File: src/verilog/orms_pkg.sv
// Constants and types for the offset reversal measurement sequencer
package orms_pkg;
   localparam int DATA_W = 24;
   localparam int SETTLE_W = 16;
   localparam int EXC_W = 16;
   localparam int CAL_W = 24;
   localparam logic [15:0] SETTLE_RESET = 16'h0004;
   localparam logic [15:0] EXC_RESET = 16'h0004;
   localparam logic [23:0] CAL_INTERVAL_RESET = 24'h000400;
   localparam int SUBS_MAX = 4;

   typedef enum logic [3:0] {
      ST_IDLE = 4'h0,
      ST_SELECT = 4'h1,
      ST_OFS_CONV = 4'h2,
      ST_OFS_WAIT = 4'h3,
      ST_SETTLE = 4'h4,
      ST_CONV = 4'h5,
      ST_WAIT = 4'h6,
      ST_HOLD = 4'h7,
      ST_REVERSE = 4'h8,
      ST_RESULT = 4'h9,
      ST_BG_CONV = 4'ha,
      ST_BG_WAIT = 4'hb
   } seq_state_e;
endpackage

File: src/verilog/settle_timer.sv
// Down counter used for settling and excitation hold times
`timescale 1ns/1ps
`default_nettype none
module settle_timer #(
   parameter int W = 16
) (
   // Clock and reset
   input wire logic clk_sys_i,
   input wire logic sys_rst_i,
   // Control
   input wire logic load_i,
   input wire logic [W-1:0] count_i,
   // Status
   output logic done_o
);
   logic [W-1:0] count;
   logic [W-1:0] next_count;

   always_comb begin
      next_count = count;
      if (load_i) begin
         next_count = count_i;
      end else if (count != '0) begin
         next_count = count - W'(1);
      end
   end

   always_ff @(posedge clk_sys_i) begin
      if (sys_rst_i) begin
         count <= '0;
      end else begin
         count <= next_count;
      end
   end

   assign done_o = (count == '0) && !load_i;
endmodule
`default_nettype wire

File: src/verilog/offset_reversal_measurement_sequencer.sv
// Measurement sequencer with input and excitation reversal and offset correction
`timescale 1ns/1ps
`default_nettype none
// How it works
// - Input reversal takes normal polarity first, then swapped differential inputs.
// - Opposite-polarity pair reports first minus second, halved.
// - Excitation reversal takes inverted-excitation second reading, subtracts and halves.
// - Both reversals give four readings ordered +/+, -/+, +/-, -/-.
// - Select; excite, settle, convert; invert; invert and swap; invert again.
// - Every reversal is followed by the same settling time as the first.
// - Excitation stays on equally long in each polarity.
// - Single-ended ratiometric without excitation reversal uses calibrated offset.
// - Non-reversed measurements subtract a grounded-input offset value.
// - Differential non-reversed offset comes from background calibration only.
// - Start-offset option converts grounded offset before non-ratiometric single-ended signal conversion.
// - Without start offset, single-ended results without excitation reversal use last stored calibration offset.
// - With every option disabled, measurements still get background calibration offset compensation.
// - Background offset refreshes periodically; measurements use latest stored value.
module offset_reversal_measurement_sequencer
   import orms_pkg::*;
#(
   parameter int unsigned CAL_INTERVAL = CAL_INTERVAL_RESET
) (
   // Clock and reset
   input wire logic clk_sys_i,
   input wire logic sys_rst_i,
   // Instruction
   input wire logic start_i,
   input wire logic differential_i,
   input wire logic ratiometric_i,
   input wire logic input_reverse_enable_i,
   input wire logic excitation_reverse_enable_i,
   input wire logic offset_at_start_enable_i,
   input wire logic [SETTLE_W-1:0] settle_cycles_i,
   input wire logic [EXC_W-1:0] excitation_cycles_i,
   // Converter
   output logic conv_start_o,
   input wire logic conv_done_i,
   input wire logic signed [DATA_W-1:0] conv_data_i,
   // Analog front end
   output logic input_select_o,
   output logic input_swap_o,
   output logic inputs_grounded_o,
   output logic excitation_on_o,
   output logic excitation_negative_o,
   // Result
   output logic busy_o,
   output logic result_valid_o,
   output logic signed [DATA_W-1:0] result_o,
   output logic signed [DATA_W-1:0] bg_offset_o
);
   // ****************************************
   // State
   // ****************************************
   typedef struct packed {
      seq_state_e st;
      logic [2:0] sub;
      logic [2:0] subs;
      logic diff;
      logic ofs_start;
      logic rev_in;
      logic rev_exc;
      logic signed [DATA_W+1:0] acc;
      logic signed [DATA_W-1:0] ofs;
      logic signed [DATA_W-1:0] bg_ofs;
      logic [CAL_W-1:0] cal_cnt;
      logic bg_due;
      logic conv_start;
      logic sel;
      logic swap;
      logic gnd;
      logic exc_on;
      logic exc_neg;
      logic busy;
      logic valid;
      logic signed [DATA_W-1:0] result;
   } state_s;

   state_s q;
   state_s d;
   logic tmr_load;
   logic [SETTLE_W-1:0] tmr_count;
   logic tmr_done;

   // Sign of a sub reading from its polarities
   function automatic logic sub_negative(input logic exc_neg, input logic swap);
      return exc_neg ^ swap;
   endfunction

   settle_timer #(.W(SETTLE_W)) u_timer (
      .clk_sys_i(clk_sys_i),
      .sys_rst_i(sys_rst_i),
      .load_i(tmr_load),
      .count_i(tmr_count),
      .done_o(tmr_done)
   );

   // ****************************************
   // Next state
   // ****************************************
   always_comb begin
      d = q;
      tmr_load = 1'b0;
      tmr_count = settle_cycles_i;
      d.conv_start = 1'b0;
      d.valid = 1'b0;
      case (q.st)
         ST_IDLE: begin
            d.busy = 1'b0;
            if (q.bg_due) begin
               d.bg_due = 1'b0;
               d.gnd = 1'b1;
               d.busy = 1'b1;
               d.conv_start = 1'b1;
               d.st = ST_BG_WAIT;
            end else if (start_i) begin
               d.busy = 1'b1;
               d.diff = differential_i;
               // Ratiometric single-ended keeps the calibrated offset
               d.ofs_start = offset_at_start_enable_i && !differential_i
                  && !ratiometric_i;
               d.rev_in = differential_i && input_reverse_enable_i;
               d.rev_exc = ratiometric_i && excitation_reverse_enable_i;
               d.subs = 3'h1;
               if (d.rev_in) begin
                  d.subs = 3'h2;
               end
               if (d.rev_exc) begin
                  d.subs = d.subs << 1;
               end
               d.sub = '0;
               d.acc = '0;
               d.ofs = q.bg_ofs;
               d.sel = 1'b1;
               d.swap = 1'b0;
               d.exc_neg = 1'b0;
               d.st = ST_SELECT;
            end
         end
         ST_BG_WAIT: begin
            if (conv_done_i) begin
               d.bg_ofs = conv_data_i;
               d.gnd = 1'b0;
               d.st = ST_IDLE;
            end
         end
         ST_SELECT: begin
            if (q.ofs_start) begin
               d.gnd = 1'b1;
               d.conv_start = 1'b1;
               d.st = ST_OFS_WAIT;
            end else begin
               d.exc_on = ratiometric_i;
               tmr_load = 1'b1;
               d.st = ST_SETTLE;
            end
         end
         ST_OFS_WAIT: begin
            if (conv_done_i) begin
               d.ofs = conv_data_i;
               d.gnd = 1'b0;
               d.exc_on = ratiometric_i;
               tmr_load = 1'b1;
               d.st = ST_SETTLE;
            end
         end
         ST_SETTLE: begin
            if (tmr_done) begin
               d.conv_start = 1'b1;
               d.st = ST_WAIT;
            end
         end
         ST_WAIT: begin
            if (conv_done_i) begin
               if (sub_negative(q.exc_neg, q.swap)) begin
                  d.acc = q.acc - (DATA_W+2)'(conv_data_i);
               end else begin
                  d.acc = q.acc + (DATA_W+2)'(conv_data_i);
               end
               d.sub = q.sub + 3'h1;
               tmr_load = 1'b1;
               tmr_count = SETTLE_W'(excitation_cycles_i);
               d.st = ST_HOLD;
            end
         end
         ST_HOLD: begin
            // Fixed on-time per polarity
            if (tmr_done) begin
               d.st = (q.sub == q.subs) ? ST_RESULT : ST_REVERSE;
            end
         end
         ST_REVERSE: begin
            if (q.rev_exc) begin
               d.exc_neg = !q.exc_neg;
            end
            // Inputs swap halfway through the sub sequence
            if (q.rev_in && q.sub == (q.subs >> 1)) begin
               d.swap = 1'b1;
            end
            tmr_load = 1'b1;
            d.st = ST_SETTLE;
         end
         ST_RESULT: begin
            d.exc_on = 1'b0;
            d.exc_neg = 1'b0;
            d.swap = 1'b0;
            d.sel = 1'b0;
            d.valid = 1'b1;
            case (q.subs)
               3'h4: d.result = DATA_W'(q.acc >>> 2);
               3'h2: d.result = DATA_W'(q.acc >>> 1);
               default: d.result = DATA_W'(q.acc) - q.ofs;
            endcase
            d.st = ST_IDLE;
         end
         default: begin
            d.st = ST_IDLE;
         end
      endcase
      // Periodic background refresh request, set wins over clear
      if (q.cal_cnt == CAL_W'(CAL_INTERVAL - 1)) begin
         d.cal_cnt = '0;
         d.bg_due = 1'b1;
      end else begin
         d.cal_cnt = q.cal_cnt + CAL_W'(1);
      end
   end

   always_ff @(posedge clk_sys_i) begin
      if (sys_rst_i) begin
         q <= '0;
      end else begin
         q <= d;
      end
   end

   // ****************************************
   // Outputs
   // ****************************************
   assign conv_start_o = q.conv_start;
   assign input_select_o = q.sel;
   assign input_swap_o = q.swap;
   assign inputs_grounded_o = q.gnd;
   assign excitation_on_o = q.exc_on;
   assign excitation_negative_o = q.exc_neg;
   assign busy_o = q.busy;
   assign result_valid_o = q.valid;
   assign result_o = q.result;
   assign bg_offset_o = q.bg_ofs;
endmodule
`default_nettype wire

File: config.mk
export PLATFORM = sky130hd
export DESIGN_NAME = offset_reversal_measurement_sequencer
export DESIGN_NICKNAME = d
export VERILOG_FILES = /design/src/verilog/orms_pkg.sv /design/src/verilog/settle_timer.sv /design/src/verilog/offset_reversal_measurement_sequencer.sv
export SDC_FILE = /design/constraint.sdc
export NUM_CORES = 1
export LEC_CHECK = 0
export ABC_CLOCK_PERIOD_IN_PS = 5400
export BUFFER_PORTS_ARGS = -buffer_cell sky130_fd_sc_hd__buf_2
export CAP_MARGIN = 20
export CORE_MARGIN = 4
export CORE_UTILIZATION = 31
export DETAILED_ROUTE_END_ITERATION = 12
export PLACE_DENSITY_LB_ADDON = 0.3
export SETUP_SLACK_MARGIN = 0.05
export SYNTH_ARGS = -nofsm -noshare
export SYNTH_HDL_FRONTEND = slang
export SYNTH_SLANG_ARGS = --single-unit
export TNS_END_PERCENT = 100
File: constraint.sdc
create_clock -name clk_sys_i -period 5.4 [get_ports clk_sys_i]
set_input_delay 0.54 -clock clk_sys_i [delete_from_list [all_inputs] [get_ports clk_sys_i]]
set_output_delay 0.54 -clock clk_sys_i [all_outputs]
set_load 0.02 [all_outputs]
==> results_dict.tcl, run 1 <==
set metrics [dict create \
    routed_wl_um 31460 \
    vias_per_cell 5.240 \
    min_path_type "input pin to flop" \
    clock_sinks 160 \
    drt_first_pass_iters 8 \
    synth_nets 1491 \
    cp_data_required_time_ns 5.72 \
    ys_seq_area_frac 0.3068 \
    wl_met3_um 1493 \
    slew_headroom 0.2913 \
    slew_violations 0 \
    fmax_ghz 0.2619 \
    rsz0062_at_grt "no" \
    gr-usage-all-layers 0.1691 \
    synthArstFlopShare 0 \
    synth_area_um2 10440 \
    yosys_warnings 0 \
    cts_tree "done" \
    synth_edf_count 0 \
    placed_cell_area_um2 11060 \
    htree_levels 4 \
    vdd_drop_max_v 0.0002124 \
    powerDensity_nw_per_um2 400.3 \
    crit_path_max_fanout 8 \
    cts_resized 0 \
    met1Wirelength_um 16680 \
    ys_types 67 \
    place_congestion 0.8729 \
    synthFlopType "dfxtp_1" \
    whs_ns 0.3631 \
    worst_pin_slew_ns 1.060 \
    cp.arrival_ns 4.14 \
    drt_iter0_drc 641 \
    p_leak_nw 4.866 \
    post-route-min-period_ns 3.818 \
    root_buffer "clkbuf_16" \
    die_area_um2 36670 \
    finalHoldViolCount 0 \
    cts.path.max_buffers 2 \
    start_util 0.3176 \
    ys_ff_latch 160 \
    ant_nets 0 \
    core_area_um2 32870 \
    startpoint_type "flop" \
    nNetsFinal 1520 \
    power.total_mw 4.703 \
    insertion_delay_ns 0.43 \
    drc 0 \
    wl_met2_um 12820 \
    critPathSlowestCell "xnor2_1" \
    antenna_found_initial 0 \
    via_count 9715 \
    grt_pass1_wl_um 49390 \
    cp_common_cell "a211o_1" \
    crit_chain "xnor2_1 -> o21ai_1 -> o21a_1 -> xor2_1 -> ha_1 -> a211o_1 -> a21oi_1 -> nor2_1 -> nor3b_1 -> o21bai_1 -> or3_1 -> and4b_1 -> a211o_1" \
    num_rows 66 \
    period_share 0.7070 \
    cts.hold.buffers_added 0 \
    synthCells 1370 \
    fin_tns_setup_ns 0 \
    antenna_cells_inserted 0 \
    fin_area_um2 11750 \
    synthToLayoutAreaGrowth_pct 12.55 \
    avgSynthCellArea_um2 7.620 \
    dpl.hpwl_um 23730 \
    status "finished clean" \
    portBuffers 120 \
    maxCapViolCount 0 \
    pre_cts_slack_ns 1.170 \
    post_cts_buffers 0 \
    fin_skew_ns 0.01293 \
    numCtsBuffers 17 \
    wire_per_inst_um 16.97 \
    final-setup-viol-count 0 \
    topRoutingLayerUsed "met4" \
    grt_pass1_vias 8833 \
    grt_max_degree 66 \
    end_kind "flop" \
    die_y_um 191.5 \
    io_pins 121 \
    drive_above_1_share 0.1254 \
    critPathMaxStageDelay_ns 0.57 \
    fillCellCount 3574 \
    overflow 0 \
    path_class "flop to flop" \
    die_w_um 191.5 \
    clk_pin_slew_ns 0.06 \
    setup_ws_ns 1.582 \
]
-- power by group --
| group | internal, mW | switching (mW) | total [mW] |
|---|---|---|---|
| logic | 0.744 | 1.08 | 1.83 |
| registers | 1.32 | 0.173 | 1.50 |
| clock network | 0.863 | 0.516 | 1.38 |
-- placed cells by master (no fill, tap or decap), types with 11 or more instances in the layout --
cell         n
a21oi_1    117
clkbuf_16   17
ha_1        54
and3_1      15
dfxtp_1    160
nand4_1     11
nor2_1     142
a22o_1      13
nor2b_1     15
nor3_1      27
nand2_1    201
xor2_1      56
buf_2      119
a311oi_1    41
o21ai_0     52
a222oi_1    13
xnor2_1     47
inv_1       43
buf_4       15
a211oi_1    14
a21o_1      23
nand3_1     50
-- cells by family after synthesis --
| logic type | share of synthesized area |
|---|---|
| compound gates | 0.2274 |
| xor+xnor | 0.08642 |
| fa+ha+maj | 0.06856 |
| buf+inv | 0.07779 |
| flops | 0.3068 |
| mux | 0.003836 |
| simple gates | 0.2292 |
-- layer usage --
metal,global-route usage,up-vias
li1,-,4901
met1,0.2628,4541
met2,0.2338,243
met3,0.03305,30
met4,0.04641,0
met5,0,-
-- stage by stage --
| step | std cells | util |
|---|---|---|
| 4_1_cts | 1853 | 0.3571 |
| 3_3_place_gp | 1821 | 0.3366 |
| 2_1_floorplan | 1370 | - |
| 5_1_grt | 1854 | 0.3575 |
| 3_5_place_dp | 1821 | 0.3366 |
| 6_report | 1854 | 0.3575 |
-- area by class of cell --
type,count,area [µm²],share of cell area
Multi-Input combinational cell,1042,6437,0.5479
Timing Repair Buffer,135,721.9,0.06145
Clock buffer,21,470.5,0.04004
Clock inverter,11,201.4,0.01715
Tap cell,442,553.0,0.04707
Inverter,43,161.4,0.01374
Sequential cell,160,3203,0.2726
-- cells in the mapped netlist (5+ instances only) --
master	n	area (µm²)
and3_1	15	93.84
a221oi_1	8	70.07
a222oi_1	13	130.1
xnor2_1	47	411.6
nand2_1	201	754.5
o211ai_1	6	45.04
dfxtp_1	160	3203
xor2_1	56	490.5
o31ai_1	6	45.04
a21o_1	23	172.7
or3_1	10	62.56
a22o_1	13	113.9
nand2b_1	7	43.79
o21a_1	8	60.06
a22oi_1	10	75.07
inv_1	43	161.4
o22ai_1	6	37.54
nor2b_1	16	100.1
a21oi_1	117	585.6
a311oi_1	41	359.1
nand3_1	50	250.2
clkbuf_1	74	277.8
a31oi_1	5	31.28
nand4_1	11	68.82
a211oi_1	14	105.1
and2_1	6	37.54
o21ai_0	52	260.3
nor4_1	8	50.05
ha_1	54	675.7
or4_1	9	67.56
buf_4	48	360.4
nor3_1	28	140.1
nor2_1	142	533.0
-- flip-flops by register name, indices dropped and copies added, names as in the netlist --
name,flops
bg_offset_o,24
busy_o,1
conv_start_o,1
excitation_negative_o,1
excitation_on_o,1
input_select_o,1
input_swap_o,1
inputs_grounded_o,1
q,88
result_o,24
result_valid_o,1
u_timer.count,16
-- worst paths after layout --
path                       endpoint  slack [ns]  depth (start not counted)                    start
hold / removal    u_timer.count[12]        0.36                          3  excitation_cycles_i[12]
setup reg to reg             q[130]        1.58                         13    excitation_negative_o
hold reg to reg              q[132]        0.46                          2                   q[132]
setup / recovery             q[130]        1.58                         13    excitation_negative_o
-- critical path, delay by kind of cell (launching register included) --
kind | cells | cell delay (ns)
xor gates and xnor gates | 2 | 0.73
AOI/OAI and AO/OA | 6 | 1.38
adders and majority gates | 1 | 0.39
DFF | 1 | 0.37
and+or+nand+nor | 4 | 0.84
Note: power is estimated with default switching activity, not from simulation.
==> run 2: changes to the inputs <==
--- a/config.mk
+++ b/config.mk
@@ -5,7 +5,8 @@
 export SDC_FILE = /design/constraint.sdc
 export NUM_CORES = 1
 export LEC_CHECK = 0
-export ABC_CLOCK_PERIOD_IN_PS = 5400
+export ABC_AREA = 1
+export ABC_CLOCK_PERIOD_IN_PS = 3400
 export BUFFER_PORTS_ARGS = -buffer_cell sky130_fd_sc_hd__buf_2
 export CAP_MARGIN = 20
 export CORE_MARGIN = 4
==> constraint.sdc (replaced) <==
create_clock -name clk_sys_i -period 3.4 [get_ports clk_sys_i]
set_input_delay 0.34 -clock clk_sys_i [delete_from_list [all_inputs] [get_ports clk_sys_i]]
set_output_delay 0.34 -clock clk_sys_i [all_outputs]
set_load 0.02 [all_outputs]
==> run 2 against run 1 <==
Non-clock buffer count is the same. Final area grew 11%. Synthesized cell count grew 35%. Clock skew shrank 0.0018 ns. Hold slack lost 0.14 ns. Critical path depth grew 6. Sequential power grew 63%. Critical path type unchanged. Clock-buffer cell count is the same. Wire length grew 24%. Highest routed layer unchanged.
==> results_dict.tcl, run 2 <==
set metrics [dict create \
    layout_commonest_cell "nand2_1" \
    largest_reg_flops 88 \
    path_class "flop to flop" \
    fillCellCount 4143 \
    setup_ws_ns 0.3448 \
    met1_usage 0.2772 \
    ys_ff_latch 160 \
    synthAdderAreaFrac 0.06082 \
    cp.arrival_ns 3.42 \
    fin_skew_ns 0.01117 \
    antenna_cells_inserted 0 \
    synth_edf_count 0 \
    drt_first_pass_iters 6 \
    grt_pass1_wl_um 61550 \
    status "finished clean" \
    register_area_um2 3203 \
    whs_path_depth 3 \
    yosys.area_share.simple 0.3127 \
    yosys_warnings 0 \
    regMostFlops "q" \
    synth_commonest_cells "nand2_1 (433), inv_1 (223), nor2_1 (181)" \
    vdd_drop_max_v 0.0003976 \
    place_congestion 0.9498 \
    synth_top_area_frac 0.2722 \
    busiest_layer "met2" \
    rr_worst_depth 19 \
    numCtsBuffers 17 \
    most-common-layout-cells "nand2_1 (432), inv_1 (221), nor2_1 (179)" \
    use_met2 0.2832 \
    post-route-min-period_ns 3.055 \
    synth_area_um2 11770 \
    cts.hold.buffers_added 0 \
    rsz0062_at_grt "no" \
    synthMuxAreaShare 0 \
    synthFlopType "dfxtp_1" \
    slew_headroom 0.4070 \
    synthToLayoutAreaGrowth_pct 10.82 \
    grt_max_degree 78 \
    slew_violations 0 \
    grtUsageMet3 0.02651 \
    pre_cts_slack_ns 0.08420 \
    synth_xor_area_frac 0.03721 \
    via_count 11960 \
    ys_types 54 \
    die_w_um 202.8 \
    portBuffers 120 \
    cp_data_required_time_ns 3.77 \
    multi_input_area_um2 7046 \
    grt_pass1_vias 11390 \
    ff2ff_setup_slack_ns 0.34 \
    startpoint_type "flop" \
    clock_sinks 160 \
    overflow 0 \
    io_pins 121 \
    drc 0 \
    ant_nets 0 \
    nNetsFinal 2015 \
    cts_tree "done" \
    fin_util 0.3471 \
    ys_seq_area_frac 0.2722 \
    drt_iter0_drc 981 \
    insertion_delay_ns 0.43 \
    crit_path_max_fanout 6 \
    die_y_um 202.8 \
    hp-start "conv_data_i[0]" \
    die_area_um2 41140 \
    gr-usage-all-layers 0.1862 \
    yosysTopAreaCell "dfxtp_1" \
    synth_nets 1966 \
    whs_ns 0.2208 \
    core_area_um2 37580 \
    synth.most_common_cell "nand2_1" \
    drive_above_1_share 0.1264 \
    root_buffer "clkbuf_16" \
    worst_pin_slew_ns 0.8886 \
    dp_cells 2385 \
    final-setup-viol-count 0 \
    antenna_found_initial 0 \
    p_leak_nw 6.113 \
    dpl.hpwl_um 30910 \
    htree_levels 4 \
    wire_per_inst_um 16.09 \
    maxCapViolCount 0 \
    fin_cells 2417 \
    cts.path.max_buffers 2 \
    start_util 0.3132 \
    routed_wl_um 38890 \
    finalHoldViolCount 0 \
    avgSynthCellArea_um2 6.378 \
    fmax_ghz 0.3273 \
    powerDensity_nw_per_um2 669.7 \
    r2r_end "q[126]" \
    num_rows 71 \
    synthCells 1845 \
    synthArstFlopShare 0 \
    vias_per_cell 4.948 \
    period_share 0.8986 \
    synth_top_family_by_area "simple AND/OR/NAND/NOR gates" \
    hold_end "bg_offset_o[0]" \
    clk_pin_slew_ns 0.07 \
    min_path_type "input pin to flop" \
    r2r_start "excitation_negative_o" \
    end_kind "flop" \
    fin_tns_setup_ns 0 \
    synth-compound-area-share 0.1858 \
    ys_top_cells_by_area "dfxtp_1 (27%), nand2_1 (14%), a21oi_1 (7.5%), inv_1 (7.1%), nor2_1 (5.8%)" \
]
==> run 2: cell types whose count changed after synthesis, moves of 44 or more <==
cell	previous run	this run
nand2_1	201	433
clkbuf_1	74	30
nand3_1	50	106
inv_1	43	223
o21ai_0	52	113
a21oi_1	117	176
==> run 2: layout make-up <==
type / instances / area share
clock inverter: 10 / 0.006812
clock buffer: 21 / 0.03454
multi-input combinational: 1345 / 0.5402
sequential: 160 / 0.2456
tap: 511 / 0.04903
inverter: 235 / 0.06812
timing repair buffer: 135 / 0.05565
==> run 2: per-stage QoR <==
stage	area [µm²]	power [mW]
2_1_floorplan	11770	5.735
6_report	13040	8.734
3_3_place_gp	12470	6.867
5_1_grt	13040	9.519
3_5_place_dp	12470	6.884
4_1_cts	13010	8.753
==> run 2: logic make-up (layout without fill, tap and decap cells) <==
kind of cell             Yosys count  after routing
adder cells (fa/ha/maj)           56             56
flip-flops                       160            160
XOR/XNOR                          50             50
AND/OR/NAND/NOR                  844            844
buffers and inverters            340            401
AO/OA/AOI/OAI                    395            395
==> run 2: metal layers <==
metal  routed length (µm)  share of wire  vias up
li1                     -              -     6121
met1                19590           0.50     5438
met2                16430           0.42      355
met3                 2138          0.055       46
met4                  729          0.019        0
met5                    0              0        -
==> run 2: worst max-delay path, cell delays in order (launching register included) <==
cell and delay [ns]:
dfxtp_1 0.33, inv_1 0.07, nand2_1 0.06, nand2_2 0.15, clkinvlp_4 0.17, o21ai_1 0.13, nand3_2 0.14, nor2_4 0.15
o21ai_0 0.19, xnor2_1 0.29, ha_1 0.32, nand2_1 0.13, inv_1 0.05, a21oi_1 0.18, inv_1 0.06, a21oi_1 0.21
nand3_1 0.11, nand2_1 0.06, nand3_1 0.06, a21oi_1 0.14
==> run 2: power breakdown <==
part / internal, mW / switching [mW] / total (mW) / leakage, nW
registers: 2.14 / 0.304 / 2.45 / 1.30
clock network: 1.02 / 0.831 / 1.85 / 0.255
logic: 1.46 / 2.98 / 4.43 / 4.56
total: 4.62 / 4.11 / 8.73 / 6.11
==> run 2: worst max-delay path by stage <==
| stage | start | end | slack (ns) | cells past startpoint |
|---|---|---|---|---|
| 6_report | excitation_negative_o | q[126] | 0.34 | 19 |
| 3_5_place_dp | conv_data_i[0] | q[124] | 0.08 | 21 |
| 5_1_grt | input_swap_o | q[126] | 0.06 | 19 |
| 4_1_cts | excitation_negative_o | q[124] | 0.27 | 19 |
| 2_1_floorplan | excitation_negative_o | q[130] | 0.66 | 20 |
| 3_3_place_gp | conv_data_i[0] | q[130] | 0.19 | 23 |
==> run 2: repair_timing <==
action | CTS | global route
endpoints found under the setup margin | 0 | 10
setup buffers | 0 | 1
resized for setup | 0 | 5
hold endpoints to repair | 0 | 0
